**config.mk**
```make
export PLATFORM = sky130hd
export DESIGN_NAME = emic_top
export DESIGN_NICKNAME = d
export VERILOG_FILES = /design/src/emic_pkg.sv /design/src/emic_top.sv
export SDC_FILE = /design/constraint.sdc
export NUM_CORES = 1
export LEC_CHECK = 0
export ABC_AREA = 1
export BUFFER_PORTS_ARGS = -buffer_cell sky130_fd_sc_hd__buf_2
export CAP_MARGIN = 10
export CORE_ASPECT_RATIO = 1.1
export CORE_MARGIN = 2
export CORE_UTILIZATION = 50
export CTS_BUF_LIST = sky130_fd_sc_hd__clkbuf_8
export DETAILED_ROUTE_END_ITERATION = 6
export GPL_ROUTABILITY_DRIVEN = 0
export GPL_TIMING_DRIVEN = 0
export PLACE_DENSITY = 0.71
export SETUP_SLACK_MARGIN = 0.2
export SLEW_MARGIN = 20
export SYNTH_ARGS = -nofsm -noshare
export SYNTH_HDL_FRONTEND = slang
export SYNTH_SLANG_ARGS = --single-unit
```
**constraint.sdc**
```tcl
create_clock -name clk -period 2.55 [get_ports clk]
set_input_delay 0 -clock clk [delete_from_list [all_inputs] [get_ports clk]]
set_output_delay 0 -clock clk [all_outputs]
set_load 0.005 [all_outputs]
```
**src/emic_pkg.sv**
```systemverilog
// Purpose: shared constants and types of the event monitor input control block,
//          plus the per-input synchroniser and edge detector.
// Assumes: single clock, synchronous active-high reset.
// Notes:   register offsets are byte addresses on a 32-bit Wishbone slave.
`default_nettype none

package emic_pkg;

   localparam int unsigned EMIC_NUM_INPUTS = 4;
   localparam int unsigned EMIC_NUM_PARAMS = 22;
   localparam int unsigned EMIC_PIDX_W     = 5;
   localparam int unsigned EMIC_NUM_CHANS  = 4;
   localparam int unsigned EMIC_CHAN_W     = 2;
   localparam int unsigned EMIC_IRQ_W      = 6;

   // register byte offsets
   localparam logic [7:0] EMIC_ADR_CFG      = 8'h00;
   localparam logic [7:0] EMIC_ADR_STATUS   = 8'h04;
   localparam logic [7:0] EMIC_ADR_IRQ_STAT = 8'h08;
   localparam logic [7:0] EMIC_ADR_IRQ_MASK = 8'h0C;
   localparam logic [7:0] EMIC_ADR_CAPT     = 8'h10;
   localparam logic [7:0] EMIC_ADR_EDIT_CMD = 8'h14;

   // config register: two-bit mode field per input
   localparam int unsigned EMIC_CFG_IN1_LSB = 0;
   localparam int unsigned EMIC_CFG_IN2_LSB = 2;
   localparam int unsigned EMIC_CFG_IN3_LSB = 4;
   localparam int unsigned EMIC_CFG_IN4_LSB = 6;

   // status register
   localparam int unsigned EMIC_ST_ACTIVE_BIT  = 0;
   localparam int unsigned EMIC_ST_PENDING_BIT = 1;
   localparam int unsigned EMIC_ST_LEVEL_LSB   = 4;

   // interrupt status / mask bits
   localparam int unsigned EMIC_IRQ_START_BIT  = 0;
   localparam int unsigned EMIC_IRQ_STOP_BIT   = 1;
   localparam int unsigned EMIC_IRQ_SNAP3_BIT  = 2;
   localparam int unsigned EMIC_IRQ_SNAP4_BIT  = 3;
   localparam int unsigned EMIC_IRQ_WAVE_BIT   = 4;
   localparam int unsigned EMIC_IRQ_REJECT_BIT = 5;

   // capture-policy edit register
   localparam int unsigned EMIC_CAPT_IDX_LSB      = 0;
   localparam int unsigned EMIC_CAPT_WAVE_BIT     = 8;
   localparam int unsigned EMIC_CAPT_ALL_BIT      = 9;
   localparam int unsigned EMIC_CAPT_ST_WAVE_BIT  = 16;
   localparam int unsigned EMIC_CAPT_ST_ALL_BIT   = 17;

   // edit command register
   localparam int unsigned EMIC_CMD_COMMIT_BIT = 0;
   localparam int unsigned EMIC_CMD_REVERT_BIT = 1;

   // reset values
   localparam logic [EMIC_IRQ_W-1:0]      EMIC_IRQ_MASK_RST = 6'h00;
   localparam logic [EMIC_NUM_PARAMS-1:0] EMIC_CAPT_RST     = 22'h00_0000;
   localparam logic [31:0]                EMIC_RD_ZERO      = 32'h0000_0000;

   // cycles after reset release before the edge detector trusts its samples
   localparam logic [1:0] EMIC_EDGE_PRIME = 2'h3;

   typedef enum logic [1:0] {
      EMIC_MODE_UNUSED,
      EMIC_MODE_START_STOP,
      EMIC_MODE_SNAPSHOT
   } emic_mode_t;

   typedef enum logic {
      EMIC_IDLE,
      EMIC_MONITOR
   } emic_mon_t;

   // threshold crossing raised by the measurement logic
   typedef struct packed {
      logic                   valid;
      logic [EMIC_PIDX_W-1:0] param;
      logic [EMIC_CHAN_W-1:0] chan;
   } emic_trig_t;

   // waveform save request toward the recorder
   typedef struct packed {
      logic                      valid;
      logic [EMIC_PIDX_W-1:0]    param;
      logic [EMIC_NUM_CHANS-1:0] chan_mask;
   } emic_save_t;

endpackage : emic_pkg

module emic_edge (
   input  wire logic clk,
   input  wire logic reset,
   input  wire logic din,
   output logic      level,
   output logic      rise,
   output logic      fall
);

   logic       meta_q;
   logic       sync_q;
   logic       prev_q;
   logic [1:0] prime_q;
   logic       primed;

   always_ff @(posedge clk) begin
      if (reset) begin
         meta_q  <= 1'b0;
         sync_q  <= 1'b0;
         prev_q  <= 1'b0;
         prime_q <= 2'h0;
      end else begin
         meta_q  <= din;
         sync_q  <= meta_q;
         prev_q  <= sync_q;
         if (!primed) begin
            prime_q <= prime_q + 2'h1;
         end
      end
   end

   // no false edge from a level already present at reset
   assign primed = (prime_q == emic_pkg::EMIC_EDGE_PRIME);
   assign level  = sync_q;
   assign rise   = primed & sync_q & ~prev_q;
   assign fall   = primed & ~sync_q & prev_q;

endmodule : emic_edge

`default_nettype wire

```
**src/emic_top.sv**
```systemverilog
// Purpose: digital-input control of event monitoring and per-parameter
//          waveform capture policy, behind a classic Wishbone slave.
// Assumes: inputs synchronous to clk after two-stage sync; 100 MHz clock.
// Notes:   capture edits land in a shadow copy until the commit command.
//
// Added by the designer: the Wishbone slave port and the placing of the registers.
`default_nettype none

// Notes on behaviour
// input 1 rising edge starts monitoring
// input 2 falling edge stops monitoring
// monitoring holds until the stop edge (code also ends it when a config write takes inputs 1/2 out of start/stop mode)
// snapshot edge on input 3/4 stores all channels
// start/stop and snapshot work at once
// inputs 1 and 2 configured as a pair
// every input defaults to unused, edges ignored
// capture plus all channels saves every channel
// capture alone saves only triggered channel
// both off saves no waveform
// refuse all-channels without capture, beep
// separate capture settings per threshold parameter
// threshold crossing event starts waveform saving
// capture settings default off for all parameters
// edits take effect only on exit commit
// inputs 3 and 4 set for snapshot independently
// sync inputs, compare samples, one pulse per edge
module emic_top (
   input  wire logic                                      clk,
   input  wire logic                                      reset,
   input  wire logic                                      wb_cyc_i,
   input  wire logic                                      wb_stb_i,
   input  wire logic                                      wb_we_i,
   input  wire logic [7:0]                                wb_adr_i,
   input  wire logic [3:0]                                wb_sel_i,
   input  wire logic [31:0]                               wb_dat_i,
   output logic      [31:0]                               wb_dat_o,
   output logic                                           wb_ack_o,
   input  wire logic [emic_pkg::EMIC_NUM_INPUTS-1:0]      dig_in,
   input  wire emic_pkg::emic_trig_t                      trig_i,
   output logic                                           monitor_active,
   output logic                                           digital_snapshot_event,
   output logic      [1:0]                                snapshot_src,
   output emic_pkg::emic_save_t                           wave_save,
   output logic                                           beep,
   output logic                                           irq
);

   localparam int unsigned NI = emic_pkg::EMIC_NUM_INPUTS;
   localparam int unsigned NP = emic_pkg::EMIC_NUM_PARAMS;
   localparam int unsigned NC = emic_pkg::EMIC_NUM_CHANS;
   localparam int unsigned IW = emic_pkg::EMIC_IRQ_W;
   localparam int unsigned PW = emic_pkg::EMIC_PIDX_W;

   // ---------------- input edge detection
   logic [NI-1:0] in_level;
   logic [NI-1:0] in_rise;
   logic [NI-1:0] in_fall;

   for (genvar i = 0; i < NI; i++) begin : g_in
      emic_edge u_edge (
         .clk   (clk),
         .reset (reset),
         .din   (dig_in[i]),
         .level (in_level[i]),
         .rise  (in_rise[i]),
         .fall  (in_fall[i])
      );
   end

   // ---------------- register state
   logic                   pair_ss_q;
   logic                   snap3_q;
   logic                   snap4_q;
   emic_pkg::emic_mon_t    mon_q;
   emic_pkg::emic_mon_t    mon_d;
   logic [IW-1:0]          stat_q;
   logic [IW-1:0]          stat_d;
   logic [IW-1:0]          mask_q;
   logic [NP-1:0]          st_wave_q;
   logic [NP-1:0]          st_all_q;
   logic [NP-1:0]          ed_wave_q;
   logic [NP-1:0]          ed_all_q;
   logic [PW-1:0]          idx_q;
   logic                   ack_q;
   logic [31:0]            dat_q;
   logic                   snap_q;
   logic [1:0]             snap_src_q;
   emic_pkg::emic_save_t   save_q;
   logic                   beep_q;
   logic                   irq_q;
   logic                   active_q;

   // ---------------- bus decode
   // ack high blocks a held request from being taken twice
   wire        bus_req   = wb_cyc_i & wb_stb_i & ~ack_q;
   wire        bus_wr    = bus_req & wb_we_i;
   wire [31:0] lane_mask = {{8{wb_sel_i[3]}}, {8{wb_sel_i[2]}},
                            {8{wb_sel_i[1]}}, {8{wb_sel_i[0]}}};
   wire        hit_cfg   = (wb_adr_i == emic_pkg::EMIC_ADR_CFG);
   wire        hit_stat  = (wb_adr_i == emic_pkg::EMIC_ADR_STATUS);
   wire        hit_istat = (wb_adr_i == emic_pkg::EMIC_ADR_IRQ_STAT);
   wire        hit_imask = (wb_adr_i == emic_pkg::EMIC_ADR_IRQ_MASK);
   wire        hit_capt  = (wb_adr_i == emic_pkg::EMIC_ADR_CAPT);
   wire        hit_cmd   = (wb_adr_i == emic_pkg::EMIC_ADR_EDIT_CMD);

   // ---------------- readback words
   wire [1:0] mode12 = pair_ss_q ? 2'(emic_pkg::EMIC_MODE_START_STOP)
                                 : 2'(emic_pkg::EMIC_MODE_UNUSED);
   wire [1:0] mode3  = snap3_q ? 2'(emic_pkg::EMIC_MODE_SNAPSHOT)
                               : 2'(emic_pkg::EMIC_MODE_UNUSED);
   wire [1:0] mode4  = snap4_q ? 2'(emic_pkg::EMIC_MODE_SNAPSHOT)
                               : 2'(emic_pkg::EMIC_MODE_UNUSED);

   logic [31:0] cfg_word;
   always_comb begin
      cfg_word = emic_pkg::EMIC_RD_ZERO;
      cfg_word[emic_pkg::EMIC_CFG_IN1_LSB +: 2] = mode12;
      cfg_word[emic_pkg::EMIC_CFG_IN2_LSB +: 2] = mode12;
      cfg_word[emic_pkg::EMIC_CFG_IN3_LSB +: 2] = mode3;
      cfg_word[emic_pkg::EMIC_CFG_IN4_LSB +: 2] = mode4;
   end

   // edits not yet committed
   wire        pending   = (ed_wave_q != st_wave_q) | (ed_all_q != st_all_q);
   logic [31:0] stat_word;
   always_comb begin
      stat_word = emic_pkg::EMIC_RD_ZERO;
      stat_word[emic_pkg::EMIC_ST_ACTIVE_BIT]      = (mon_q == emic_pkg::EMIC_MONITOR);
      stat_word[emic_pkg::EMIC_ST_PENDING_BIT]     = pending;
      stat_word[emic_pkg::EMIC_ST_LEVEL_LSB +: NI] = in_level;
   end

   logic [31:0] capt_word;
   always_comb begin
      capt_word = emic_pkg::EMIC_RD_ZERO;
      capt_word[emic_pkg::EMIC_CAPT_IDX_LSB +: PW] = idx_q;
      capt_word[emic_pkg::EMIC_CAPT_WAVE_BIT]      = ed_wave_q[idx_q];
      capt_word[emic_pkg::EMIC_CAPT_ALL_BIT]       = ed_all_q[idx_q];
      capt_word[emic_pkg::EMIC_CAPT_ST_WAVE_BIT]   = st_wave_q[idx_q];
      capt_word[emic_pkg::EMIC_CAPT_ST_ALL_BIT]    = st_all_q[idx_q];
   end

   wire [31:0] rd_word =
      hit_cfg   ? cfg_word :
      hit_stat  ? stat_word :
      hit_istat ? {26'h000_0000, stat_q} :
      hit_imask ? {26'h000_0000, mask_q} :
      hit_capt  ? capt_word :
                  emic_pkg::EMIC_RD_ZERO;

   // ---------------- config write with pairing
   wire [31:0] cfg_new = (cfg_word & ~lane_mask) | (wb_dat_i & lane_mask);
   wire [1:0]  new_m1  = cfg_new[emic_pkg::EMIC_CFG_IN1_LSB +: 2];
   wire [1:0]  new_m2  = cfg_new[emic_pkg::EMIC_CFG_IN2_LSB +: 2];
   wire [1:0]  new_m3  = cfg_new[emic_pkg::EMIC_CFG_IN3_LSB +: 2];
   wire [1:0]  new_m4  = cfg_new[emic_pkg::EMIC_CFG_IN4_LSB +: 2];
   // whichever half of the pair was changed decides for both
   wire [1:0]  pair_m  = (new_m1 != mode12) ? new_m1 : new_m2;
   wire        pair_d  =
      (pair_m == 2'(emic_pkg::EMIC_MODE_START_STOP)) ? 1'b1 :
      (pair_m == 2'(emic_pkg::EMIC_MODE_UNUSED))     ? 1'b0 : pair_ss_q;
   wire        snap3_d =
      (new_m3 == 2'(emic_pkg::EMIC_MODE_SNAPSHOT)) ? 1'b1 :
      (new_m3 == 2'(emic_pkg::EMIC_MODE_UNUSED))   ? 1'b0 : snap3_q;
   wire        snap4_d =
      (new_m4 == 2'(emic_pkg::EMIC_MODE_SNAPSHOT)) ? 1'b1 :
      (new_m4 == 2'(emic_pkg::EMIC_MODE_UNUSED))   ? 1'b0 : snap4_q;
   wire        cfg_we  = bus_wr & hit_cfg;

   // ---------------- capture-policy edit write
   wire [31:0]   capt_new  = (capt_word & ~lane_mask) | (wb_dat_i & lane_mask);
   wire [PW-1:0] capt_idx  = capt_new[emic_pkg::EMIC_CAPT_IDX_LSB +: PW];
   wire          capt_wave = capt_new[emic_pkg::EMIC_CAPT_WAVE_BIT];
   wire          capt_all  = capt_new[emic_pkg::EMIC_CAPT_ALL_BIT];
   wire          capt_we   = bus_wr & hit_capt & (capt_idx < PW'(NP));
   // a refused setting still moves the read index
   wire          capt_bad  = capt_we & ~capt_wave & capt_all;
   wire          capt_ok   = capt_we & ~capt_bad;
   wire          cmd_we    = bus_wr & hit_cmd & wb_sel_i[0];
   wire          commit    = cmd_we & wb_dat_i[emic_pkg::EMIC_CMD_COMMIT_BIT];
   // commit wins when both command bits are set
   wire          revert    = cmd_we & wb_dat_i[emic_pkg::EMIC_CMD_REVERT_BIT] & ~commit;

   // ---------------- monitoring control
   wire start_ev = pair_ss_q & in_rise[0];
   wire stop_ev  = pair_ss_q & in_fall[1];

   always_comb begin
      mon_d = mon_q;
      unique case (mon_q)
         emic_pkg::EMIC_IDLE: begin
            // start and stop together: stop wins
            if (start_ev && !stop_ev) begin
               mon_d = emic_pkg::EMIC_MONITOR;
            end
         end
         emic_pkg::EMIC_MONITOR: begin
            if (stop_ev) begin
               mon_d = emic_pkg::EMIC_IDLE;
            end
         end
      endcase
      // leaving start/stop mode ends any run in progress
      if (!pair_ss_q) begin
         mon_d = emic_pkg::EMIC_IDLE;
      end
   end

   // ---------------- snapshot, independent of start/stop
   wire snap3_ev = snap3_q & in_rise[2];
   wire snap4_ev = snap4_q & in_rise[3];

   // ---------------- waveform save on threshold crossing
   // an index beyond the table never saves
   wire          trig_hit  = trig_i.valid & (trig_i.param < PW'(NP));
   wire          trig_wave = trig_hit & st_wave_q[trig_i.param];
   wire [NC-1:0] trig_one  = NC'(1) << trig_i.chan;
   wire [NC-1:0] trig_mask = st_all_q[trig_i.param] ? {NC{1'b1}}
                                                    : trig_one;

   // ---------------- interrupt status, set wins over clear
   wire [IW-1:0] ev_set;
   // start/stop bits only on a real state change
   assign ev_set[emic_pkg::EMIC_IRQ_START_BIT]  =
      start_ev & (mon_q == emic_pkg::EMIC_IDLE) & ~stop_ev;
   assign ev_set[emic_pkg::EMIC_IRQ_STOP_BIT]   =
      stop_ev & (mon_q == emic_pkg::EMIC_MONITOR);
   assign ev_set[emic_pkg::EMIC_IRQ_SNAP3_BIT]  = snap3_ev;
   assign ev_set[emic_pkg::EMIC_IRQ_SNAP4_BIT]  = snap4_ev;
   assign ev_set[emic_pkg::EMIC_IRQ_WAVE_BIT]   = trig_wave;
   assign ev_set[emic_pkg::EMIC_IRQ_REJECT_BIT] = capt_bad;

   wire [IW-1:0] stat_clr = (bus_wr & hit_istat) ? (wb_dat_i[IW-1:0] & lane_mask[IW-1:0])
                                                 : '0;
   assign stat_d = (stat_q & ~stat_clr) | ev_set;
   wire [IW-1:0] mask_new = (mask_q & ~lane_mask[IW-1:0]) | (wb_dat_i[IW-1:0] & lane_mask[IW-1:0]);

   // ---------------- bus slave flops
   always_ff @(posedge clk) begin
      if (reset) begin
         ack_q <= 1'b0;
         dat_q <= emic_pkg::EMIC_RD_ZERO;
      end else begin
         ack_q <= bus_req;
         if (bus_req && !wb_we_i) begin
            dat_q <= rd_word;
         end
      end
   end

   // ---------------- input configuration
   always_ff @(posedge clk) begin
      if (reset) begin
         pair_ss_q <= 1'b0;
         snap3_q   <= 1'b0;
         snap4_q   <= 1'b0;
      end else if (cfg_we) begin
         pair_ss_q <= pair_d;
         snap3_q   <= snap3_d;
         snap4_q   <= snap4_d;
      end
   end

   // output flop mirrors the state flop
   always_ff @(posedge clk) begin
      if (reset) begin
         mon_q    <= emic_pkg::EMIC_IDLE;
         active_q <= 1'b0;
      end else begin
         mon_q    <= mon_d;
         active_q <= (mon_d == emic_pkg::EMIC_MONITOR);
      end
   end

   // ---------------- interrupt registers
   always_ff @(posedge clk) begin
      if (reset) begin
         stat_q <= '0;
         mask_q <= emic_pkg::EMIC_IRQ_MASK_RST;
         irq_q  <= 1'b0;
      end else begin
         stat_q <= stat_d;
         if (bus_wr && hit_imask) begin
            mask_q <= mask_new;
         end
         // a mask written this cycle counts at once
         irq_q <= |(stat_d & ((bus_wr && hit_imask) ? mask_new : mask_q));
      end
   end

   // ---------------- capture policy: edit copy and committed copy
   always_ff @(posedge clk) begin
      if (reset) begin
         ed_wave_q <= emic_pkg::EMIC_CAPT_RST;
         ed_all_q  <= emic_pkg::EMIC_CAPT_RST;
         st_wave_q <= emic_pkg::EMIC_CAPT_RST;
         st_all_q  <= emic_pkg::EMIC_CAPT_RST;
         idx_q     <= '0;
      end else begin
         if (capt_we) begin
            idx_q <= capt_idx;
         end
         if (capt_ok) begin
            ed_wave_q[capt_idx] <= capt_wave;
            ed_all_q[capt_idx]  <= capt_all;
         end
         if (commit) begin
            st_wave_q <= ed_wave_q;
            st_all_q  <= ed_all_q;
         end
         if (revert) begin
            ed_wave_q <= st_wave_q;
            ed_all_q  <= st_all_q;
         end
      end
   end

   // ---------------- event outputs
   always_ff @(posedge clk) begin
      if (reset) begin
         snap_q     <= 1'b0;
         snap_src_q <= 2'h0;
         save_q     <= '0;
         beep_q     <= 1'b0;
      end else begin
         snap_q           <= snap3_ev | snap4_ev;
         // both inputs may fire in one cycle
         snap_src_q       <= {snap4_ev, snap3_ev};
         save_q.valid     <= trig_wave;
         save_q.param     <= trig_i.param;
         // mask reads zero between saves
         save_q.chan_mask <= trig_wave ? trig_mask : '0;
         beep_q           <= capt_bad;
      end
   end

   assign wb_ack_o               = ack_q;
   assign wb_dat_o               = dat_q;
   assign monitor_active         = active_q;
   assign digital_snapshot_event = snap_q;
   assign snapshot_src           = snap_src_q;
   assign wave_save              = save_q;
   assign beep                   = beep_q;
   assign irq                    = irq_q;

endmodule : emic_top

`default_nettype wire

```
# --- Yosys cells after proc, flatten, opt, wreduce, memory -nomap -nowiden ---
# Index checks and enable logic that the tools add are counted.
op_classes:
  n_addsub: 4
  n_mul: 0
  div_mod_pow: 0
  n_lt_le_gt_ge: 6
  eq_ne: 15
  shift: 1
  mux: 41
  n_bitwise: 60
  reduce_logical: 20
op_table:
  columns: ["op", "n"]
  rows:
  - ["18-bit 2-to-1 mux", 5]
  - ["22-bit 2-to-1 mux", 4]
  - ["22-bit bitwise mux", 2]
  - ["22-bit inequality test", 2]
  - ["1-bit AND", 32]
  - ["1-bit binary-select mux with 5-bit select", 6]
  - ["6-bit AND", 4]
  - ["10-bit AND", 2]
  - ["5-bit by 6-bit < comparator with 1-bit output (second input constant)", 3]
  - ["8-bit by 4-bit == test with 1-bit output (second input constant)", 2]
  - ["8-bit by 5-bit == test with 1-bit output (second input constant)", 2]
  - ["1-bit 2-to-1 mux", 16]
  - ["2-bit == test (second input constant)", 6]
  - ["6-bit 2-to-1 mux", 2]
  - ["1-bit inverter", 12]
  - ["6-bit inverter", 2]
  - ["6-bit bitwise OR", 2]
  - ["5-bit < comparator (second input constant)", 2]
  - ["10-bit inverter", 1]
  - ["10-bit bitwise OR", 1]
  - ["2-bit by 1-bit adder with 2-bit output (second input constant)", 4]
  - ["8-bit AND", 1]
  - ["8-bit by 3-bit == test with 1-bit output (second input constant)", 1]
  - ["8-bit zero test", 1]
  - ["other kinds (17)", 32]
word_totals:
  reg_bits: 177
  latch_bits: 0
  mem_bits_rw: 0
  romBits: 0
  word_cells: 183
  n_memories: 0

# --- Longest topological paths before layout ---
logic_depth:
  word_depth: 12
  depth_mapped: 18

# --- Modules after synthesis ---
# A second synthesis with hierarchy kept.
unflattened:
  cells_unflattened: 1346
  area_unflattened_um2: 8737.1
modules_own_cells:
  columns: ["module", "n_inst", "cells_per_inst", "area_each_um2", "seq_area_each_um2"]
  rows:
  - ["emic_top", 1, 1242, 7951.4, 2742.6]
  - ["emic_edge", 4, 26, 196.4, 100.1]

# --- Least setup slack after synthesis ---
# Ideal clock, no wire load.
synth_path:
  path_kind: "reg-to-reg"
  start: "register idx_q[0]"
  end: "register ed_wave_q[19]"
  setup_time_ns: 0.128
  arrival_ns: 1.635
  t_required_ns: 2.422
  path_slack_ns: 0.787
  stages_incl_launch_ff: 18
  path_buffers: 3
  period_less_slack_ns: 1.763
  path_cell_list: "dfxtp_1 > buf_6 > inv_6 > buf_6 > nor2_1 > nor3_1 > nor2_1 > nand2_1 > nand3_1 > nand2_1 > nand2_1 > nand2_4 > nand2_8 > buf_6 > nand4_1 > nand2_1 > nor2_1 > nor2_1"
synth_between:
  elab_chain_len: 10
  elab_cells_between_ends: 22
synth_rtl:
  columns: ["element", "line_no", "text"]
  rows:
  - ["from (decl)", "emic_top.sv:83", "logic [PW-1:0] idx_q;"]
  - ["from (signal assigned)", "emic_top.sv:301", "idx_q <= capt_idx;"]
  - ["1-bit binary-select mux with 5-bit select", "emic_top.sv:137", "capt_word[emic_pkg::EMIC_CAPT_WAVE_BIT] = ed_wave_q[idx_q];"]
  - ["1-bit 2-to-1 mux (not written as such)", "emic_top.sv:137", null]
  - ["10-bit AND (*)", "emic_top.sv:171", "wire [31:0] capt_new = (capt_word & ~lane_mask) | (wb_dat_i & lane_mask);"]
  - ["10-bit bitwise OR (*)", "emic_top.sv:171", null]
  - ["branches (longest 6 deep; another with 5-bit by 6-bit < comparator with 1-bit output)", null, null]
  - ["to (signal assigned)", "emic_top.sv:294", "ed_wave_q <= emic_pkg::EMIC_CAPT_RST;"]
  - ["to (signal, indexed assignment)", "emic_top.sv:304", "ed_wave_q[capt_idx] <= capt_wave;"]
  - ["to (signal assigned)", "emic_top.sv:312", "ed_wave_q <= st_wave_q;"]
  - ["to (decl)", "emic_top.sv:81", "logic [NP-1:0] ed_wave_q;"]
# Every way passes the cells marked *. The select of a mux whose other input is x is not followed.
# A chain may end at the register's enable or synchronous reset.

# --- Worst setup path after layout ---
layout_path:
  start: "register idx_q[1]"
  end: "register ed_all_q[4]"
layout_between:
  elab_chain_len: 10
  elab_cells_between_ends: 22
layout_rtl:
  columns: ["element", "line_no", "text"]
  rows:
  - ["1-bit binary-select mux with 5-bit select", "emic_top.sv:137", null]
  - ["1-bit 2-to-1 mux (not written as such)", "emic_top.sv:137", null]
  - ["10-bit AND (*)", "emic_top.sv:171", null]
  - ["10-bit bitwise OR (*)", "emic_top.sv:171", null]
  - ["branches (longest 6 deep; another with 5-bit by 6-bit < comparator with 1-bit output)", null, null]
  - ["to (signal assigned)", "emic_top.sv:295", "ed_all_q <= emic_pkg::EMIC_CAPT_RST;"]
  - ["to (signal, indexed assignment)", "emic_top.sv:305", "ed_all_q[capt_idx] <= capt_all;"]
  - ["to (signal assigned)", "emic_top.sv:313", "ed_all_q <= st_all_q;"]
  - ["to (decl)", "emic_top.sv:82", "logic [NP-1:0] ed_all_q;"]
# Marks and branches as above.

==> results.toml <==
[synthesis]
largest_area_contributor_in_the_synthesized_netlist = "dfxtp_1"
ys_async_sr_fraction_pct = 0
synthesis.area_per_instance_um2 = 6.71
number_of_synthesized_flops_with_an_enable_pin = 0
netlist.area_leader.share_pct = 35.2
post_synth_instance_area_mm2 = 0.00892
postSynthRegisterBits = 157
ys_warn_count = 0
post_synth_main_area_contributors = "dfxtp_1 (35%), nand2_1 (8.6%), nor2_1 (7.7%)"
count_of_mapped_cells_out_of_synthesis = 1330
seq_area_frac_synth_pct = 35.2
synthFlopType = "dfxtp_1"
synth.lib_cells_used.distinct = 47

[setup_path]
worst_setup_path_start_kind = "flop"
critical_path_peak_fanout = 10
required_ns = 2.95
cp_num_buf_inv = 3
crit_arrival_ns = 2.70
crit_chain = "buf_2 > nand2_1 > inv_1 > nand3_1 > nand2_1 > nor2_1 > nand2_1 > nand3_1 > nand2_2 > nand2_2 > nand2_4 > nand2_8 > buf_12 > nand3_2 > nand3_1 > a21oi_1"
slowest_stage = "dfxtp_1"
kind_of_cell_with_the_highest_combined_delay_on_the_critical_path = "simple AND/OR/NAND/NOR gates"
path_class = "flop to flop"
endpoint_kind = "flop"
critical_path_s_largest_stage_delay_ns = 0.34
reg2reg_setup_slack_ns = 0.24

[sta]
tightestPinTransition_ns = 0.889
final.setup.tns_ns = 0
final_slew_viol_count = 0
finClkSkew_ns = 0.0155
final.min_clock_period_ns = 2.31
maxClockFrequency_mhz = 434
relSlewSlack_pct = 39.2
fin_crit_sh_pct = 90.4
finalSetupViolations = 0
post-route-worst-setup-slack_ns = 0.245
rsz0062_at_grt = "true"
final_hold_viol_count = 0
timing.hold.ws_ns = 0.0426

[clock_network]
root_buffer = "clkbuf_8"
cts_inserted_buffers = 17
max-clock-path-buffers = 2
cts_tree = "yes"
clock_tree.htree_level_count = 4
cts_num_sinks = 157
insertion_delay_ns = 0.49
clock_pin_slew_of_the_registers_on_the_worst_case_setup_and_hold_paths_ns = 0.10

[pwr]
switching_share_pct = 30.8
ir_worst_vdd_mv = 0.319
totalPowerFinal_mw = 4.98
p_leak_nw = 4.26
cellInternalPower_mw = 3.44
power_density_mw_per_mm2 = 472
p_comb_share_pct = 9.8
total_switching_power_mw = 1.54
clock_power_share_pct = 39.3
seq_power_share_pct = 50.9

[global_routing]
first_global_vias = 9213
globalRoute.totalOverflow = 0
groute.usage.overall_pct = 35.0
grt_antenna_before_repair = 0
global_route_wire_length_before_repair_mm = 50.4
grt_start_max_net_pins = 20

[route]
antenna_left = 0
average_via_count_per_standard_cell = 5.87
routedWlPerCell_um = 19.6
drt_pass1_iterations = 7
detailedRoute.firstIterationViolations = 1471
total_via_count_after_detailed_routing = 10100
route.detailed.drc = 49
routed_wirelength_mm = 33.6

[placed_design]
placed_cells = 1651
placement.io_buffers = 64
place_worst_setup_slack_ns = 0.155
dp_hpwl_mm = 24.2

[floorplanning]
placementRows = 51
die_width_um = 131
initial_core_util_pct = 50.7
floorplan.io_pins = 110
fp.coreArea_mm2 = 0.0176
die_height_um = 144
die_area_mm2 = 0.0189

[outcome]
status = "finished, violations left"
violations = "DRC"

[finish]
layout.nets = 1531
area_growth_syn_to_layout_pct = 18.2
layout_common_cells = "nand2_1 (199), nor2_1 (183), inv_1 (171), dfxtp_1 (155), a21oi_1 (131)"
antenna_cells = 0
final_cells = 1717
drive_gt1_share_pct = 15.3
leading_cell_type_in_the_layout_fill_and_taps_excluded = "nand2_1"

[hold_path]
worst_hold_path_type = "primary input to flop"

[run]
drv.max_cap_violation_count = 0
power by group through the flow:
stage	clock network [mW]	logic (mW)	registers (mW)
after floorplan	0	0.282	2.59
after global placement	0	0.425	2.59
after detailed placement	0	0.432	2.59
after CTS	1.97	0.461	2.54
after global routing	2.07	0.539	2.54
final	1.96	0.490	2.53
state kept, by name, indices dropped and copies added (netlist names), 8 cells and up:
name,cells
ed_all_q,22
ed_wave_q,22
g_in.u_edge.prime_q,8
st_all_q,22
st_wave_q,22
wave_save,10
wb_dat_o,12
cell families (layout without fill, tap and decap cells):
| group | Yosys count | in the layout | share of synthesized area, % |
|---|---|---|---|
| flops | 157 | 157 | 35.2 |
| other cells | 1 | 20 | 0.0420 |
| buf+inv | 270 | 400 | 13.4 |
| compound gates | 315 | 315 | 20.4 |
| xor+xnor | 24 | 24 | 2.36 |
| mux | 1 | 1 | 0.112 |
| fa+ha+maj | 4 | 4 | 0.561 |
| simple gates | 558 | 558 | 27.9 |
final cells by class:
| class | instances | area [µm²] |
|---|---|---|
| Inverter | 182 | 706 |
| Tap cell | 238 | 298 |
| Clock inverter | 15 | 184 |
| Timing Repair Buffer | 98 | 671 |
| Fill cell | 1759 | 7060 |
| Multi-Input combinational cell | 922 | 4730 |
| Sequential cell | 157 | 3150 |
| Buffer | 88 | 577 |
| Clock buffer | 17 | 234 |
layer usage:
layer | share of wire [%] | vias to the layer above | track usage (%)
met5 | 0 | - | 0
met4 | 8.4 | 0 | 26.5
met3 | 12 | 197 | 8.73
met2 | 44 | 749 | 56.1
met1 | 36 | 4512 | 40.9
li1 | - | 4620 | -
cell usage after synthesis, types with 15 or more instances:
cell / n
buf_4: 25
a211oi_1: 44
a21oi_1: 132
clkbuf_1: 34
nand2_1: 204
nor2_1: 184
o21ai_0: 79
nor3_1: 15
dfxtp_1: 157
nand3_2: 22
inv_1: 172
nand3_1: 97
nand4_1: 21
worst min-delay path: cells and delay by family:
family                 cells  cell delay, ns
AO/OA/AOI/OAI              2            0.28
buffers and inverters      1            0.11
AND/OR/NAND/NOR            1            0.10
worst paths after layout:
kind,end,from,depth (start not counted)
setup / recovery,ed_all_q[4],idx_q[1],16
hold / removal,wb_dat_o[2],wb_adr_i[2],4
setup reg to reg,ed_all_q[4],idx_q[1],16
hold reg to reg,g_in[2].u_edge.level,g_in[2].u_edge.meta_q,2
repair_timing:
item                                    4_1_cts  5_1_grt
gates cloned                                  0        2
endpoints found under the setup margin       39       67
setup buffers                                 2        6
endpoints found under the hold margin        29        0
pin swaps                                     0        5
gates resized for setup                       5       49
hold buffers                                 24        0
per-stage QoR:
stage          utilization [%]  instance area, µm²
2_1_floorplan                -                8990
3_3_place_gp              54.6                9610
3_5_place_dp              54.6                9610
4_1_cts                   58.5               10300
5_1_grt                   59.9               10500
6_report                  59.9               10500
Power figures use the tool's default switching activity.
